$ cat src/hw/src_pkg.sv
package src_pkg;
  // ==================================================
  // timing
  localparam int CLK_PERIOD_NS = 50;
  localparam int STATE_TIME_NS = 50;
  localparam int SEQ_STATES = 1040;
  localparam int SEQ_CYCLES = (SEQ_STATES * STATE_TIME_NS + CLK_PERIOD_NS - 1) / CLK_PERIOD_NS;
  localparam int HW_MIN_LOW_STATES = 2;
  localparam int HW_MIN_LOW_CYCLES = (HW_MIN_LOW_STATES * STATE_TIME_NS) / CLK_PERIOD_NS;
  localparam int WDOG_OVF_STATES = 131072;
  localparam int WDOG_STATE_NS = 50;
  localparam int WDOG_OVF_CYCLES = (WDOG_OVF_STATES * WDOG_STATE_NS) / CLK_PERIOD_NS;
  localparam logic [7:0] WDOG_RELOAD = 8'h00;

  // ==================================================
  // reset values
  localparam logic [15:0] RESET_VECTOR = 16'h0000;
  localparam logic [7:0] RESET_CODE_SEG = 8'h00;
  localparam logic [9:0] DATA_PAGE_PTR_0_RESET = 10'h000;
  localparam logic [9:0] DPP1_RESET = 10'h001;
  localparam logic [9:0] DPP2_RESET = 10'h002;
  localparam logic [9:0] DPP3_RESET = 10'h003;

  // ==================================================
  // register map (byte addresses)
  localparam logic [7:0] REG_STATUS = 8'h00;
  localparam logic [7:0] REG_CONTROL = 8'h04;
  localparam logic [7:0] REG_IRQ_STATUS = 8'h08;
  localparam logic [7:0] REG_IRQ_MASK = 8'h0c;
  localparam logic [7:0] REG_WDOG_COUNT = 8'h10;

  // ==================================================
  // field positions
  localparam int ST_IN_RESET = 0;
  localparam int ST_RESET_OUT = 1;
  localparam int ST_WDOG_CAUSE = 2;
  localparam int ST_WDOG_EN = 3;
  localparam int ST_DIS_WINDOW = 4;
  localparam int ST_HW_LOW = 5;
  localparam int CTL_SOFT_RESET = 0;
  localparam int CTL_WDOG_SERVICE = 1;
  localparam int IRQ_HW = 0;
  localparam int IRQ_SW = 1;
  localparam int IRQ_WDOG = 2;
  localparam int IRQ_INIT_END = 3;
  localparam int IRQ_BITS = 4;
  localparam logic [IRQ_BITS-1:0] IRQ_MASK_RESET = 4'h0;

  localparam logic [1:0] RESP_OKAY = 2'b00;
  localparam logic [1:0] RESP_SLVERR = 2'b10;

  typedef enum logic [1:0] {
    SRC_RUN = 2'b00,
    SRC_WAIT_RAM = 2'b01,
    SRC_SEQ = 2'b10
  } src_state_t;

  typedef struct packed {
    logic [9:0] dpp3;
    logic [9:0] dpp2;
    logic [9:0] dpp1;
    logic [9:0] data_page_ptr_0;
  } src_dpp_t;

  typedef struct packed {
    logic [7:0] code_seg;
    logic [15:0] addr;
  } src_fetch_t;
endpackage

$ cat src/hw/src_top.sv
`timescale 1ns/1ps
// What this block does
// - reset starts on hardware pin low, software reset instruction, or watchdog overflow.
// - on reset start, cancel hold states and abort external bus cycles at once.
// - a running internal RAM write finishes before the reset sequence starts.
// - after the sequence or pin release, fetching starts at 0000h, segment zero.
// - a full internal reset sequence lasts 1040 state times.
// - a pin low pulse longer than 2 state times always causes a full reset.
// - pin still low at sequence end restarts the sequence until it is high.
// - reset output goes low on every reset source.
// - reset output stays low until end-of-init executes, then goes high.
// - at reset most special registers clear, disabling peripherals and interrupts; here irq_mask and irq_status keep their values through a triggered reset.
// - internal RAM, register banks and transfer pointers survive any reset.
// - data page pointer n is loaded with page n for n 0 to 3.
// - watchdog starts at reset end, reload 00h, overflows after 131072 states.
// - a watchdog overflow reset sets the watchdog reset cause flag.
// - the cause flag clears on hardware reset or watchdog service.
// - watchdog disable works only before first service or end-of-init.
// - during internal reset all port pins are inputs in high impedance.
module src_top #(
  parameter int WDOG_CYCLES = src_pkg::WDOG_OVF_CYCLES
) (
  input wire logic ref_clk,
  input wire logic rst,
  input wire logic hw_reset_in_n,
  input wire logic software_reset_instr,
  input wire logic end_of_init_instr,
  input wire logic wdog_disable_instr,
  input wire logic wdog_service_instr,
  input wire logic ram_write_busy,
  output logic reset_out_n,
  output logic core_reset,
  output logic bus_abort,
  output logic port_hiz,
  output logic fetch_start,
  output src_pkg::src_fetch_t fetch_target,
  output src_pkg::src_dpp_t data_page_ptr,
  output logic wdog_reset_cause_flag,
  output logic irq,
  input wire logic [7:0] s_axi_awaddr,
  input wire logic s_axi_awvalid,
  output logic s_axi_awready,
  input wire logic [31:0] s_axi_wdata,
  input wire logic [3:0] s_axi_wstrb,
  input wire logic s_axi_wvalid,
  output logic s_axi_wready,
  output logic [1:0] s_axi_bresp,
  output logic s_axi_bvalid,
  input wire logic s_axi_bready,
  input wire logic [7:0] s_axi_araddr,
  input wire logic s_axi_arvalid,
  output logic s_axi_arready,
  output logic [31:0] s_axi_rdata,
  output logic [1:0] s_axi_rresp,
  output logic s_axi_rvalid,
  input wire logic s_axi_rready
);
  import src_pkg::*;
  localparam int WDOG_W = $clog2(WDOG_CYCLES + 1);
  localparam logic [WDOG_W-1:0] WDOG_LAST = WDOG_W'(WDOG_CYCLES - 1);
  localparam logic [10:0] SEQ_LAST = 11'(SEQ_CYCLES - 1);
  function automatic logic addr_ok(input logic [7:0] a);
    addr_ok = (a == REG_STATUS) || (a == REG_CONTROL) || (a == REG_IRQ_STATUS) ||
              (a == REG_IRQ_MASK) || (a == REG_WDOG_COUNT);
  endfunction
  src_state_t state;
  logic [10:0] seq_cnt;
  logic pin_ff1, pin_ff2, pin_ff3, hw_low, wdog_en, dis_window, init_done;
  logic [WDOG_W-1:0] wdog_cnt;
  logic ctl_soft_reset, ctl_service, have_aw, have_w;
  logic [IRQ_BITS-1:0] irq_status, irq_mask, irq_ev;
  logic [7:0] aw_addr;
  logic [31:0] w_data, status_word;
  logic [3:0] w_strb;
  logic sw_req, service, wdog_ovf, trig, seq_end, seq_done, wr_fire;
  // ==================================================
  // reset pin synchroniser and low-time filter
  always_ff @(posedge ref_clk or posedge rst) begin
    if (rst) begin
      pin_ff1 <= 1'b1;
      pin_ff2 <= 1'b1;
      pin_ff3 <= 1'b1;
    end else begin
      pin_ff1 <= hw_reset_in_n;
      pin_ff2 <= pin_ff1;
      pin_ff3 <= pin_ff2;
    end
  end
  // a level counts only once two stages agree, i.e. it stood two state times
  always_ff @(posedge ref_clk or posedge rst) begin
    if (rst) begin
      hw_low <= 1'b0;
    end else if (pin_ff2 == pin_ff3) begin
      hw_low <= ~pin_ff3;
    end
  end
  // ==================================================
  // reset sources
  assign sw_req = software_reset_instr | ctl_soft_reset;
  assign service = wdog_service_instr | ctl_service;
  assign wdog_ovf = wdog_en && (state == SRC_RUN) && (wdog_cnt == WDOG_LAST);
  assign trig = (state == SRC_RUN) && (hw_low || sw_req || wdog_ovf);
  assign seq_end = (state == SRC_SEQ) && (seq_cnt == SEQ_LAST);
  assign seq_done = seq_end && !hw_low;
  // ==================================================
  // sequence state machine
  always_ff @(posedge ref_clk or posedge rst) begin
    if (rst) begin
      state <= SRC_SEQ;
      seq_cnt <= 11'h000;
    end else begin
      case (state)
        SRC_RUN: begin
          seq_cnt <= 11'h000;
          if (trig) begin
            state <= ram_write_busy ? SRC_WAIT_RAM : SRC_SEQ;
          end
        end
        SRC_WAIT_RAM: begin
          seq_cnt <= 11'h000;
          if (!ram_write_busy) begin
            state <= SRC_SEQ;
          end
        end
        SRC_SEQ: begin
          if (seq_end) begin
            seq_cnt <= 11'h000;
            if (!hw_low) begin
              state <= SRC_RUN;
            end
          end else begin
            seq_cnt <= seq_cnt + 11'h001;
          end
        end
        default: begin
          state <= SRC_SEQ;
          seq_cnt <= 11'h000;
        end
      endcase
    end
  end
  // held in reset from the trigger edge on, so bus abort needs no ready
  always_ff @(posedge ref_clk or posedge rst) begin
    if (rst) begin
      bus_abort <= 1'b1;
      core_reset <= 1'b1;
      port_hiz <= 1'b1;
    end else begin
      bus_abort <= trig || ((state != SRC_RUN) && !seq_done);
      core_reset <= trig || ((state != SRC_RUN) && !seq_done);
      port_hiz <= trig || ((state != SRC_RUN) && !seq_done);
    end
  end
  // only registers are defaulted; no path reaches the internal RAM
  always_ff @(posedge ref_clk or posedge rst) begin
    if (rst) begin
      fetch_start <= 1'b0;
      fetch_target <= '0;
      data_page_ptr <= '0;
    end else begin
      fetch_start <= seq_done;
      if (seq_done) begin
        fetch_target <= '{code_seg: RESET_CODE_SEG, addr: RESET_VECTOR};
        data_page_ptr <= '{dpp3: DPP3_RESET, dpp2: DPP2_RESET,
                           dpp1: DPP1_RESET, data_page_ptr_0: DATA_PAGE_PTR_0_RESET};
      end
    end
  end
  // ==================================================
  // reset output
  always_ff @(posedge ref_clk or posedge rst) begin
    if (rst) begin
      reset_out_n <= 1'b0;
      init_done <= 1'b0;
    end else if (trig || state != SRC_RUN) begin
      reset_out_n <= 1'b0;
      init_done <= 1'b0;
    end else if (end_of_init_instr) begin
      reset_out_n <= 1'b1;
      init_done <= 1'b1;
    end
  end
  // ==================================================
  // watchdog
  always_ff @(posedge ref_clk or posedge rst) begin
    if (rst) begin
      wdog_cnt <= '0;
    end else if (state != SRC_RUN || service || wdog_ovf) begin
      wdog_cnt <= WDOG_W'(WDOG_RELOAD);
    end else if (wdog_en) begin
      wdog_cnt <= wdog_cnt + WDOG_W'(1);
    end
  end
  always_ff @(posedge ref_clk or posedge rst) begin
    if (rst) begin
      wdog_en <= 1'b0;
      dis_window <= 1'b0;
    end else if (seq_done) begin
      wdog_en <= 1'b1;
      dis_window <= 1'b1;
    end else if (state == SRC_RUN) begin
      if (dis_window && wdog_disable_instr) begin
        wdog_en <= 1'b0;
      end
      if (service || end_of_init_instr) begin
        dis_window <= 1'b0;
      end
    end
  end
  // set wins over clear
  always_ff @(posedge ref_clk or posedge rst) begin
    if (rst) begin
      wdog_reset_cause_flag <= 1'b0;
    end else if (wdog_ovf) begin
      wdog_reset_cause_flag <= 1'b1;
    end else if (hw_low || service) begin
      wdog_reset_cause_flag <= 1'b0;
    end
  end
  // ==================================================
  // interrupts
  always_comb begin
    irq_ev = '0;
    irq_ev[IRQ_HW] = trig && hw_low;
    irq_ev[IRQ_SW] = trig && sw_req;
    irq_ev[IRQ_WDOG] = wdog_ovf;
    irq_ev[IRQ_INIT_END] = (state == SRC_RUN) && !init_done && end_of_init_instr;
  end
  always_ff @(posedge ref_clk or posedge rst) begin
    if (rst) begin
      irq_status <= '0;
      irq_mask <= IRQ_MASK_RESET;
      irq <= 1'b0;
    end else begin
      for (int i = 0; i < IRQ_BITS; i++) begin
        if (irq_ev[i]) begin
          irq_status[i] <= 1'b1;
        end else if (wr_fire && aw_addr == REG_IRQ_STATUS && w_strb[0] && w_data[i]) begin
          irq_status[i] <= 1'b0;
        end
      end
      if (wr_fire && aw_addr == REG_IRQ_MASK && w_strb[0]) begin
        irq_mask <= w_data[IRQ_BITS-1:0];
      end
      irq <= |(irq_status & irq_mask);
    end
  end
  // ==================================================
  // axi4-lite write channel
  assign wr_fire = have_aw && have_w && !s_axi_bvalid;
  always_ff @(posedge ref_clk or posedge rst) begin
    if (rst) begin
      have_aw <= 1'b0;
      have_w <= 1'b0;
      s_axi_awready <= 1'b1;
      s_axi_wready <= 1'b1;
      s_axi_bvalid <= 1'b0;
      s_axi_bresp <= RESP_OKAY;
      aw_addr <= 8'h00;
      w_data <= 32'h0000_0000;
      w_strb <= 4'h0;
    end else begin
      if (s_axi_awvalid && s_axi_awready) begin
        have_aw <= 1'b1;
        s_axi_awready <= 1'b0;
        aw_addr <= s_axi_awaddr;
      end
      if (s_axi_wvalid && s_axi_wready) begin
        have_w <= 1'b1;
        s_axi_wready <= 1'b0;
        w_data <= s_axi_wdata;
        w_strb <= s_axi_wstrb;
      end
      if (wr_fire) begin
        have_aw <= 1'b0;
        have_w <= 1'b0;
        s_axi_bvalid <= 1'b1;
        s_axi_bresp <= addr_ok(aw_addr) ? RESP_OKAY : RESP_SLVERR;
      end
      if (s_axi_bvalid && s_axi_bready) begin
        s_axi_bvalid <= 1'b0;
        s_axi_awready <= 1'b1;
        s_axi_wready <= 1'b1;
      end
    end
  end
  // control bits are one-cycle command pulses
  always_ff @(posedge ref_clk or posedge rst) begin
    if (rst) begin
      ctl_soft_reset <= 1'b0;
      ctl_service <= 1'b0;
    end else begin
      ctl_soft_reset <= wr_fire && aw_addr == REG_CONTROL && w_strb[0] &&
                        w_data[CTL_SOFT_RESET];
      ctl_service <= wr_fire && aw_addr == REG_CONTROL && w_strb[0] &&
                     w_data[CTL_WDOG_SERVICE];
    end
  end
  // ==================================================
  // axi4-lite read channel
  always_comb begin
    status_word = 32'h0000_0000;
    status_word[ST_IN_RESET] = state != SRC_RUN;
    status_word[ST_RESET_OUT] = reset_out_n;
    status_word[ST_WDOG_CAUSE] = wdog_reset_cause_flag;
    status_word[ST_WDOG_EN] = wdog_en;
    status_word[ST_DIS_WINDOW] = dis_window;
    status_word[ST_HW_LOW] = hw_low;
  end
  always_ff @(posedge ref_clk or posedge rst) begin
    if (rst) begin
      s_axi_arready <= 1'b1;
      s_axi_rvalid <= 1'b0;
      s_axi_rdata <= 32'h0000_0000;
      s_axi_rresp <= RESP_OKAY;
    end else if (s_axi_arvalid && s_axi_arready) begin
      s_axi_arready <= 1'b0;
      s_axi_rvalid <= 1'b1;
      s_axi_rresp <= addr_ok(s_axi_araddr) ? RESP_OKAY : RESP_SLVERR;
      case (s_axi_araddr)
        REG_STATUS: s_axi_rdata <= status_word;
        REG_IRQ_STATUS: s_axi_rdata <= 32'(irq_status);
        REG_IRQ_MASK: s_axi_rdata <= 32'(irq_mask);
        REG_WDOG_COUNT: s_axi_rdata <= 32'(wdog_cnt);
        default: s_axi_rdata <= 32'h0000_0000;
      endcase
    end else if (s_axi_rvalid && s_axi_rready) begin
      s_axi_rvalid <= 1'b0;
      s_axi_arready <= 1'b1;
    end
  end
endmodule

$ cat config.mk
export PLATFORM = sky130hd
export DESIGN_NAME = src_top
export DESIGN_NICKNAME = d
export VERILOG_FILES = /design/src/hw/src_pkg.sv /design/src/hw/src_top.sv
export SDC_FILE = /design/constraint.sdc
export NUM_CORES = 1
export LEC_CHECK = 0
export ABC_AREA = 1
export BUFFER_PORTS_ARGS = -buffer_cell sky130_fd_sc_hd__buf_2
export CORE_MARGIN = 2
export CORE_UTILIZATION = 40
export CTS_BUF_LIST = sky130_fd_sc_hd__clkbuf_8
export CTS_CLUSTER_SIZE = 8
export DETAILED_ROUTE_END_ITERATION = 8
export GPL_ROUTABILITY_DRIVEN = 0
export HOLD_SLACK_MARGIN = 0.15
export PLACE_DENSITY = 0.65
export SLEW_MARGIN = 20
export SYNTH_ARGS = -nofsm -noshare
export SYNTH_HDL_FRONTEND = slang
export SYNTH_SLANG_ARGS = --single-unit
$ cat constraint.sdc
create_clock -name ref_clk -period 5.3 [get_ports ref_clk]
set_input_delay 0.53 -clock ref_clk [delete_from_list [all_inputs] [get_ports ref_clk]]
set_output_delay 0.53 -clock ref_clk [all_outputs]
set_load 0.01 [all_outputs]
; After elaboration in Yosys (flattened, before gate mapping)
; Cells that the tools add are included.
; Widths: inputs -> output; s select.
[totals]
reg_bits = 110
romBits = 0
mem_bits_rw = 0
mem_count = 0
in_bits = 65
latch_bits = 0
[op_classes]
addsub = 2
n_div = 0
n_mux = 45
n_lt_le_gt_ge = 0
reduce_logical = 74
bitwise_logic = 4
shift = 0
n_mul = 0
n_eq_ne = 17
[ops]
columns = operator, count
row1 = $pmux 18 s4, 1
row2 = $mux 18, 2
row3 = $reduce_bool 2->1, 17
row4 = $eq 8x4->1 const B, 4
row5 = $mux 1, 32
row6 = $logic_and 1x1->1, 30
row7 = $mux 11, 2
row8 = $add 18x1->18 const B, 1
row9 = $eq 18x17->1 const B, 1
row10 = $eq 8x3->1 const B, 2
row11 = $eq 8x5->1 const B, 2
row12 = $logic_not 8->1, 2
row13 = $logic_or 1x1->1, 16
row14 = $mux 2, 7
row15 = $add 11x1->11 const B, 1
row16 = $eq 11x11->1 const B, 1
row17 = $ne 2x2->1 const B, 4
row18 = $pmux 2 s3, 1
row19 = $and 4x4->4, 1
row20 = $logic_not 1->1, 4
row21 = $reduce_and 2->1, 2
row22 = $reduce_and 4->1, 1
row23 = $reduce_or 4->1, 1
row24 = $eq 2x1->1 const B, 1
row25 = 5 further kinds, 6

; Longest topological paths before layout
; Gate-level depths: netlist (run 1).
[depth]
depth_word = 7
depth_mapped = 9
ltp_nobuf = 9

; Worst setup path before layout (run 1)
; OpenSTA, ideal clock, no wires.
[synth_timing]
path_type = reg-to-reg
from = register wdog_cnt[0]
to = register wdog_cnt[12]
path_buffers = 1
period_less_slack_ns = 1.328
arrival_ns = 1.208
required_ns = 5.180
stages_incl_launch_ff = 10
setup_slack_ns = 3.972
cell_sequence = dfrtp_1 ha_1 nand3_2 inv_1 nand2_2 nor2_4 nand2_4 nand2_4 buf_12 nor2_1
[synth_via]
elab_chain_cells = 4
word_cells_on_any_way = 7
classes_between = add/sub: 1 / eq/ne: 1 / mux: 2 / reduce/logical: 3
[synth_lines]
columns = element, line_no
row1 = "start, declared", src_top.sv:69  ; logic [WDOG_W-1:0] wdog_cnt;
row2 = "start signal, assigned", src_top.sv:189  ; wdog_cnt <= WDOG_W'(WDOG_RELOAD);
row3 = "start signal, assigned", src_top.sv:191  ; wdog_cnt <= wdog_cnt + WDOG_W'(1);
row4 = "parallel branches: the longest is 4 deep, another holds $add 18x1->18", --
; Parallel ways; which one is timed is not known. The select of a mux whose other input is x is not followed.
; A chain may end at the register's enable or synchronous reset.

; Worst setup path in the final report (run 1)
[layout_timing]
from = register s_axi_arready
to = register s_axi_rdata[0]
[layout_via]
elab_chain_cells = 1
[layout_lines]
columns = element, line_no
row1 = "start, declared", src_top.sv:52  ; output logic s_axi_arready,
row2 = "start signal, assigned", src_top.sv:312  ; s_axi_arready <= 1'b1;
row3 = "start signal, assigned", src_top.sv:317  ; s_axi_arready <= 1'b0;
row4 = "start signal, assigned", src_top.sv:329  ; s_axi_arready <= 1'b1;
row5 = $logic_and 1x1->1, src_top.sv:316  ; end else if (s_axi_arvalid && s_axi_arready) begin
row6 = "end signal, assigned", src_top.sv:321  ; REG_STATUS: s_axi_rdata <= status_word;
row7 = "end signal, assigned", src_top.sv:322  ; REG_IRQ_STATUS: s_axi_rdata <= 32'(irq_status);
row8 = "end signal, assigned", src_top.sv:323  ; REG_IRQ_MASK: s_axi_rdata <= 32'(irq_mask);
row9 = "end, declared", src_top.sv:53  ; output logic [31:0] s_axi_rdata,
; Every way passes these cells.

==> summary.txt, run 1 <==
Min path
  – Worst Hold Class: in2reg
  – Min-delay src: hw_reset_in_n
  – Hold depth: 1
  – Hold Path End: pin_ff1

Setup path
  – R2R depth: 4
  – Most used cell, CP: nand2_1
  – Slowest cell on crit path: dfstp_2
  – Worst endpoint required time: 5.61 ns
  – Critical path class: reg2reg
  – RR Startpoint: s_axi_arready
  – WP data arrival: 2.21 ns
  – FF-to-FF setup slack: 3.41 ns
  – Crit path largest cell delay: 0.54 ns
  – Worst-path fanout max: 32
  – Crit path capture type: register
  – Critical Path, Cell by Cell: nand2_1 > inv_1 > o21ai_0 > nand2_1
  – Crit start category: register
  – FF-to-FF End: s_axi_rdata[0]

Synth
  – #FFs+latches synth: 93
  – Synth warn: 0
  – Number of distinct library cells after synthesis: 33
  – Register area share after synthesis: 46.7%
  – Syn_area_per_cell: 8.02 µm²
  – Yosys top cell area share: 42.5%
  – Area contributors post-synth: dfrtp_1, nand2_1, buf_4
  – Cell taking the most area after synthesis: dfrtp_1
  – Syn Inst Count: 624
  – Synthesized cell area: 5000 µm²

Power and ir drop
  – P_sw: 0.499 mW
  – Lkg Pwr: 2.83 nW
  – Reg power frac: 54.6%
  – Total Power: 1.58 mW
  – Max VDD drop: 222 µV
  – P_int: 1.08 mW
  – Logic pwr share: 16.9%
  – PwrDens: 293 nW/µm²
  – Sw Share: 31.6%
  – Clock Power Share: 28.5%

Global route
  – Initial antenna violation count: 0
  – GRT Overall Usage: 14.7%
  – Number of global-route vias before repair: 3466
  – Total grt overflow: 0
  – First-pass GRT wire length: 15.5 mm
  – Largest net degree at the start of global routing: 76

CTS
  – Skew-Pair Late Insertion Delay: 0.37 ns
  – CTS tree: yes
  – Clock buffer depth: 2
  – CTS buffer count: 9
  – Post_cts resized: 0
  – Root Buffer: clkbuf_8
  – Buffer count from post-CTS setup fixing: 0
  – Reg clk slew, reported paths: 0.09 ns
  – TritonCTS Sinks: 93
  – H-tree depth: 3

Run status
  – Outcome: completed

Drt
  – Vias per inst: 4.39
  – DR WL/cell: 11.0 µm
  – Pre-antenna DRT Iters: 4
  – Via Count: 3802
  – DRC: 0
  – Post-route ant nets: 0
  – Initial DRC Count: 204
  – Post-Route WL: 9.55 mm

Floorplanning
  – Chip Height: 116 µm
  – Starting Density: 41.3%
  – Die width: 116 µm
  – Core ar.: 12100 µm²
  – Full die area: 13400 µm²
  – I/O pin total: 177
  – Row cnt: 40

Timing
  – Endpoints failing setup: 0
  – Post-Route Setup TNS: 0 ns
  – Final Hold Viols: 0
  – Tmin final: 1.89 ns
  – Final period utilization: 35.7%
  – Fmax: 528 MHz
  – Final Skew: 0.00974 ns
  – Worst slew pin tran: 0.909 ns
  – Max-slew violations: 0
  – Relative slew slack: 39.4%
  – Unrepaired setup endpoints after global routing: no
  – Worst-case hold slack: 0.249 ns

Finish
  – Commonest non-fill, non-tap cell in the layout: nand2_1
  – Finished Layout Cells: 866
  – # nets final: 760
  – Commonest non-fill, non-tap cells in the layout: nand2_1, dfrtp_1, conb_1
  – Ant diodes: 0
  – Layout cells sized above 1: 17.8%
  – Layout overhead on the synthesized area: 7.80%
  – Post-layout instance area: 5400 µm²

Flow run
  – Max cap viols: 0

Placed design
  – Area after DPL: 5200 µm²
  – Placed cell count: 849
  – Port-buffer cells: 69
  – HPWL Detailed: 7.18 mm
## flip-flops by register name (all words and copies together) (netlist names), 2 cells and up
register,count
wdog_cnt,18
aw_addr,8
irq_mask,4
irq_status,4
seq_cnt,11
w_data,4
state,2
s_axi_rdata,18
## cell type report
cell class | instances | area, µm²
clock buffers | 11 | 151
clock inverters | 5 | 36.3
inverters | 71 | 268
flip-flops and latches | 93 | 2340
fillers | 1265 | 6720
well taps | 168 | 210
multi-input cells | 447 | 2030
repair buffers | 71 | 363
## worst max path at each step
stage	start	end	slack, ns	depth (start not counted)
floorplan	rst	aw_addr[0]	2.36	1
global placement	s_axi_arvalid	s_axi_rdata[1]	3.28	5
detailed placement	s_axi_arvalid	s_axi_rdata[0]	3.23	5
CTS	rst	fetch_start	3.37	4
global route	rst	s_axi_rdata[10]	3.20	4
finish	s_axi_arready	s_axi_rdata[0]	3.41	4
## cells in the mapped netlist, drive strengths merged
cell and instances:
clkbuf 3, nand3 46, a31oi 1, nand4 2
nand2 172, ha 2, o21ai 35, buf 85
conb 1, inv 71, nor3 13, or2 2
nor4 4, a21oi 10, dfstp 8, o31ai 9
nor2 67, xor2 7, nor3b 1, dfrtp 85
## stage by stage
stage / setup slack, ns / util (%)
2_1_floorplan: 2.36 / -
3_3_place_gp: 3.28 / 42.9
3_5_place_dp: 3.23 / 42.9
4_1_cts: 3.37 / 44.5
5_1_grt: 3.20 / 44.5
6_report: 3.41 / 44.5
## critical path: cells and delay by family, from the launching register on
kind | cells | cell delay, ns
AOI/OAI and AO/OA | 1 | 0.19
buffers and inverters | 1 | 0.50
DFF | 1 | 0.54
and+or+nand+nor | 2 | 0.60
## logic make-up (layout without fill, tap and decap cells)
family | after synthesis | in the layout | share of synthesized area, %
XOR/XNOR | 7 | 7 | 1.23
other | 1 | 76 | 0.0749
flip-flops | 93 | 93 | 46.7
AO/OA/AOI/OAI | 55 | 55 | 6.12
buffers and inverters | 159 | 158 | 18.4
adder cells (fa/ha/maj) | 2 | 2 | 0.500
AND/OR/NAND/NOR | 307 | 307 | 27.0
## per-layer routing
layer	vias up	global-route usage [%]	routed length, µm
met4	0	4.76	123
met3	9	5.13	571
met2	97	23.5	4500
li1	1933	-	-
met1	1763	18.8	4350
met5	-	0	0
## power by group through the flow
stage	Sequential, mW	Clock, mW	Combinational, mW
2_1_floorplan	0.876	0	0.222
3_3_place_gp	0.874	0	0.259
3_5_place_dp	0.877	0	0.267
4_1_cts	0.863	0.469	0.270
5_1_grt	0.874	0.493	0.310
6_report	0.863	0.451	0.266
## timing repair
item                                    in CTS  in global routing
hold buffers                                 1                  0
hold endpoints to repair                    15                  0
endpoints found under the setup margin       0                  0
Note: power is estimated with default switching activity, not from simulation.
==> inputs of run 2 (changes only) <==
==> constraint.sdc (replaced) <==
create_clock -name ref_clk -period 1.8 [get_ports ref_clk]
set_input_delay 0.18 -clock ref_clk [delete_from_list [all_inputs] [get_ports ref_clk]]
set_output_delay 0.18 -clock ref_clk [all_outputs]
set_load 0.01 [all_outputs]
==> run 2 against run 1 <==
Effect of this change:
- wire length increased by 3.9%
- fmax up 22%
- register-to-register slack lost 3.2 ns
- largest cell class unchanged
==> summary.txt, run 2 (synthesis results as in run 1) <==
Setup path
  – Worst-path fanout max: 5 (-84%)
  – Crit path capture type: register
  – Crit path largest cell delay: 0.44 ns (-0.10 ns)
  – Worst endpoint required time: 2.11 ns (-3.50 ns)
  – Crit start category: register
  – RR Startpoint: wdog_cnt[0]
  – Critical Path Start: wdog_cnt[0]
  – Slowest cell on crit path: dfrtp_1
  – FF-to-FF setup slack: 0.25 ns (-3.15 ns)
  – WP data arrival: 1.85 ns (-0.36 ns)
  – FF-to-FF End: wdog_cnt[11]
  – Top Family by Delay on Critical Path: flip-flops
  – Critical Path, Cell by Cell: ha_1 > nand3_2 > inv_1 > nand2_2 > nor2_4 > a21oi_1 > nand2_1 > nor2_1
  – CP Buf/Inv Count: 1 (unchanged)
  – Critical path class: reg2reg
  – R2R depth: 8 (+4)

Finish
  – Layout cells sized above 1: 17.6% (-0.16 points)
  – Commonest non-fill, non-tap cell in the layout: nand2_1
  – Commonest non-fill, non-tap cells in the layout: nand2_1, dfrtp_1, conb_1
  – Top flop regs: s_axi_rdata x18, wdog_cnt x18, seq_cnt x11
  – # nets final: 789 (+3.8%)
  – Ant diodes: 0 (unchanged)
  – FILL cells: 1215 (-4.0%)
  – Layout overhead on the synthesized area: 13.5%
  – Final core occ: 46.9% (+2.3 points)

Drt
  – Initial DRC Count: 127 (-38%)
  – Via Count: 3952 (+3.9%)
  – DR WL/cell: 11.1 µm (+0.58%)
  – Pre-antenna DRT Iters: 4 (unchanged)
  – Post-route ant nets: 0 (unchanged)
  – Post-Route WL: 9.92 mm (+3.9%)
  – DRC: 0 (unchanged)
  – Vias per inst: 4.42 (+0.58%)

Placed design
  – Worst slack, placed: 0.276 ns (-2.96 ns)
  – HPWL Detailed: 7.26 mm (+1.1%)
  – Port-buffer cells: 69 (unchanged)

Floorplanning
  – Die width: 116 µm (unchanged)
  – Chip Height: 116 µm (unchanged)
  – Core ar.: 12100 µm² (unchanged)
  – Full die area: 13400 µm² (unchanged)
  – Starting Density: 41.3% (unchanged)
  – Row cnt: 40 (unchanged)
  – I/O pin total: 177 (unchanged)

Global route
  – Number of global-route vias before repair: 3652 (+5.4%)
  – Total grt overflow: 0 (unchanged)
  – GRT Overall Usage: 15.4% (+0.72 points)
  – First-pass GRT wire length: 16.5 mm (+6.5%)
  – Largest net degree at the start of global routing: 94 (+24%)
  – Initial antenna violation count: 0 (unchanged)

Power and ir drop
  – Lkg Pwr: 2.95 nW (+4.4%)
  – Max VDD drop: 611 µV (+180%)
  – PwrDens: 827 nW/µm² (+180%)
  – Total Power: 4.69 mW (+200%)

Timing
  – Max-slew violations: 0 (unchanged)
  – Final period utilization: 86.1% (+50 points)
  – Fmax: 645 MHz (+22%)
  – Worst-case hold slack: 0.310 ns (+0.0609 ns)
  – Post-Route Setup TNS: 0 ns (unchanged)
  – Tmin final: 1.55 ns (-0.345 ns)
  – Final Skew: 0.0137 ns (+0.00394 ns)
  – Min setup slack post-route: 0.251 ns (-3.15 ns)
  – Unrepaired setup endpoints after global routing: no
  – Final Hold Viols: 0 (unchanged)
  – Endpoints failing setup: 0 (unchanged)

Flow run
  – Max cap viols: 0 (unchanged)

CTS
  – TritonCTS Sinks: 93 (unchanged)
  – Reg clk slew, reported paths: 0.09 ns (about the same)
  – CTS buffer count: 9 (unchanged)
  – Skew-Pair Late Insertion Delay: 0.38 ns (about the same)
  – H-tree depth: 3 (unchanged)
  – Root Buffer: clkbuf_8
  – Clock buffer depth: 2 (unchanged)
  – CTS tree: yes

Run status
  – Outcome: completed

Min path
  – Worst Hold Class: in2reg
  – Hold depth: 4 (+3)
  – Hold Path End: s_axi_rdata[2]
  – Min-delay src: s_axi_arvalid
-- run 2: cell types whose count changed in the layout (fill, tap and decap cells not counted) --
cell / change
inv_6: +1
clkinvlp_4: +1
clkinv_2: +1
buf_12: +1
clkbuf_8: -1
dlygate4sd3_1: +25
buf_4: +3
clkinv_4: -2
-- run 2: layout make-up --
cell class / instances / area [µm²] / area share (%)
inverter: 71 / 270 / 4.76
sequential: 93 / 2340 / 41.2
clock inverter: 6 / 37.5 / 0.661
tap: 168 / 210 / 3.70
clock buffer: 10 / 138 / 2.42
timing repair buffer: 100 / 656 / 11.5
multi-input combinational: 447 / 2030 / 35.7
-- run 2: layer usage --
layer	share of wire, %	vias to the layer above	global-route usage [%]	routed length (µm)
met5	0	-	0	0
met4	1.1	0	4.52	105
met3	5.1	12	4.60	503
met2	47	91	25.5	4680
met1	47	1855	19.8	4630
li1	-	1994	-	-
-- run 2: worst max path at each step --
stage	to	slack, ns	depth (start not counted)
4_1_cts	wdog_cnt[17]	0.27	8
3_3_place_gp	wdog_cnt[17]	0.31	8
2_1_floorplan	wdog_cnt[12]	0.47	9
5_1_grt	seq_cnt[8]	0.10	7
6_report	wdog_cnt[11]	0.25	8
3_5_place_dp	wdog_cnt[17]	0.28	8
-- run 2: report_power, final --
part           internal, mW  total (mW)  switching (mW)
Clock                 0.534        1.27           0.738
Sequential             2.37        2.55           0.180
Combinational         0.303       0.873           0.570
-- run 2: worst reg2reg max path: stages (launching register included) --
cell	delay, ns
dfrtp_1	0.44
ha_1	0.25
nand3_2	0.09
inv_1	0.06
nand2_2	0.09
nor2_4	0.05
a21oi_1	0.33
nand2_1	0.09
nor2_1	0.11
-- run 2: timing repair --
action                    4_1_cts  5_1_grt
gates resized for setup         0        0
hold buffers                   26        0
setup buffers                   0        0
hold endpoints to repair      111        0
-- run 2: per-stage QoR --
stage          cells  area (µm²)
4_1_cts          895        5680
6_report         895        5680
3_3_place_gp     853        5240
3_5_place_dp     853        5240
2_1_floorplan    699        5290
5_1_grt          895        5680
==> inputs of run 3 (changes only) <==
--- a/config.mk
+++ b/config.mk
@@ -7,9 +7,8 @@
 export LEC_CHECK = 0
 export ABC_AREA = 1
 export BUFFER_PORTS_ARGS = -buffer_cell sky130_fd_sc_hd__buf_2
-export CORE_MARGIN = 2
+export CORE_ASPECT_RATIO = 1.75
 export CORE_UTILIZATION = 40
-export CTS_BUF_LIST = sky130_fd_sc_hd__clkbuf_8
 export CTS_CLUSTER_SIZE = 8
 export DETAILED_ROUTE_END_ITERATION = 8
 export GPL_ROUTABILITY_DRIVEN = 0
==> run 3 against run 2 <==
Effect of this change:
- clock-buffer cell count grew 4
- via count grew 1.1%
- combinational power rose by 0.7%
- sequential share of layout area down 0.71 points
- critical path depth unchanged
- sequential cell count unchanged
==> summary.txt, run 3 (synthesis results as in run 1) <==
Timing
  – Final period utilization: 86.4% (+0.30 points)
  – Final Skew: 0.00423 ns (-0.00945 ns)
  – Fmax: 643 MHz (-0.34%)
  – Endpoints failing setup: 0 (unchanged)
  – Final Hold Viols: 0 (unchanged)
  – Post-Route Setup TNS: 0 ns (unchanged)
  – Max-slew violations: 0 (unchanged)
  – Tmin final: 1.55 ns (+0.00533 ns)
  – Unrepaired setup endpoints after global routing: no

Power and ir drop
  – Sw Share: 28.4% (-3.3 points)
  – Max VDD drop: 644 µV (+5.3%)
  – P_int: 3.79 mW (+18%)
  – Reg power frac: 48.1% (-6.2 points)
  – Clock Power Share: 35.3% (+8.2 points)
  – P_sw: 1.50 mW (+0.93%)
  – Logic pwr share: 16.6% (-2.0 points)
  – PwrDens: 916 nW/µm² (+11%)
  – Lkg Pwr: 3.00 nW (+1.6%)

CTS
  – H-tree depth: 3 (unchanged)
  – Skew-Pair Late Insertion Delay: 0.34 ns (-0.04 ns)
  – Clock buffer depth: 2 (unchanged)
  – Reg clk slew, reported paths: 0.06 ns (-0.03 ns)
  – Root Buffer: clkbuf_16
  – Buffer count from post-CTS setup fixing: 0 (unchanged)
  – CTS tree: yes
  – TritonCTS Sinks: 93 (unchanged)
  – CTS buffer count: 9 (unchanged)

Finish
  – Commonest non-fill, non-tap cell in the layout: nand2_1
  – Ant diodes: 0 (unchanged)
  – FILL cells: 1218 (+0.25%)
  – Layout cells sized above 1: 17.2% (-0.39 points)
  – Finished Layout Cells: 891 (-0.45%)
  – Layout overhead on the synthesized area: 15.4%
  – Top flop regs: s_axi_rdata x18, wdog_cnt x18, seq_cnt x11
  – Commonest non-fill, non-tap cells in the layout: nand2_1, dfrtp_1, conb_1
  – # nets final: 788 (-0.13%)

Placed design
  – Placed cell count: 850 (-0.35%)
  – Port-buffer cells: 69 (unchanged)
  – HPWL Detailed: 7.48 mm (+3.1%)

Setup path
  – Critical path class: reg2reg
  – Worst endpoint required time: 2.07 ns (-0.04 ns)
  – Crit path largest cell delay: 0.43 ns (about the same)
  – Crit path capture type: register
  – Critical Path, Cell by Cell: ha_1 > nand3_2 > inv_1 > nand2_2 > nor2_4 > a21oi_1 > nand2_1 > nor2_1
  – Worst-path fanout max: 5 (unchanged)
  – Crit start category: register
  – WP data arrival: 1.82 ns (-0.03 ns)
  – Slowest cell on crit path: dfrtp_1

Drt
  – Initial DRC Count: 178 (+40%)
  – DR WL/cell: 11.4 µm (+2.9%)
  – Post-Route WL: 10.2 mm (+2.4%)
  – Post-route ant nets: 0 (unchanged)
  – Pre-antenna DRT Iters: 4 (unchanged)
  – Via Count: 3997 (+1.1%)
  – DRC: 0 (unchanged)
  – Vias per inst: 4.49 (+1.6%)

Floorplanning
  – I/O pin total: 177 (unchanged)
  – Starting Density: 41.5% (+0.15 points)
  – Core ar.: 12100 µm² (-0.35%)
  – Row cnt: 53 (+33%)
  – Full die area: 13000 µm² (-3.3%)
  – Die width: 86.6 µm (-25%)
  – Chip Height: 150 µm (+29%)

Global route
  – Largest net degree at the start of global routing: 94 (unchanged)
  – Total grt overflow: 0 (unchanged)
  – First-pass GRT wire length: 17.1 mm (+3.7%)
  – Number of global-route vias before repair: 3799 (+4.0%)
  – Initial antenna violation count: 0 (unchanged)
  – GRT Overall Usage: 16.7% (+1.3 points)

Run status
  – Outcome: completed

Flow run
  – Max cap viols: 0 (unchanged)

Min path
  – Worst Hold Class: in2reg
-- run 3: cell count changes in the layout (fill, tap and decap cells not counted) --
cell	delta
bufinv_16	+1
clkbuf_1	+4
clkbuf_16	+9
clkbuf_8	-9
clkinv_2	-1
clkinvlp_4	-2
dlygate4sd3_1	-1
inv_1	-1
inv_6	-1
-- run 3: worst max-delay path, delay by kind of cell, from the launching register on --
family	cells	cell delay (ns)
simple gates	5	0.45
flops	1	0.43
compound gates	1	0.31
fa+ha+maj	1	0.24
buf+inv	1	0.06
-- run 3: layout make-up --
cell class              instances  area [µm²]  share of cell area (%)
clock buffers                  14         254                    4.40
clock inverters                 2        35.0                   0.606
repair buffers                 99         646                    11.2
flip-flops and latches         93        2340                    40.5
multi-input cells             447        2030                    35.1
inverters                      71         270                    4.68
well taps                     165         206                    3.57
-- run 3: what timing repair did --
item	in CTS	in global routing
hold buffers	25	0
endpoints found under the hold margin	109	0
resized for setup	0	0
-- run 3: power by group through the flow --
stage               sequential (mW)  clock [mW]  combinational [mW]
global route                   2.57        1.99                1.01
CTS                            2.54        1.92               0.890
finish                         2.55        1.87               0.879
detailed placement             2.58           0               0.821
floorplan                      2.58           0               0.653
global placement               2.57           0               0.791
-- run 3: worst paths after layout --
check                                endpoint  cells after the start  slack, ns            startpoint
worst max-delay path             wdog_cnt[11]                      8       0.25           wdog_cnt[0]
worst min register to register        pin_ff2                      0       0.36               pin_ff1
min in group asynchronous        s_axi_bvalid                      4       0.52                   rst
worst max register to register   wdog_cnt[11]                      8       0.25           wdog_cnt[0]
max in group asynchronous       s_axi_arready                      4       0.88                   rst
worst min-delay path            irq_status[1]                      4       0.16  software_reset_instr
-- run 3: stage by stage --
stage	hold slack [ns]	worst slack, ns	power [mW]	util [%]	cell area (µm²)
floorplan	0.184	0.472	3.23	-	5290
global placement	0.286	0.274	3.36	43.4	5240
detailed placement	0.286	0.247	3.40	43.4	5240
CTS	0.157	0.250	5.35	47.9	5780
global route	0.188	0.116	5.58	47.9	5780
finish	0.156	0.245	5.29	47.9	5780
-- run 3: routing by layer --
layer	vias to the layer above	wire [µm]	global-route usage (%)
met5	-	0	0
met2	132	5620	30.9
met3	14	472	3.14
li1	1993	-	-
met1	1858	3850	18.4
met4	0	218	7.08
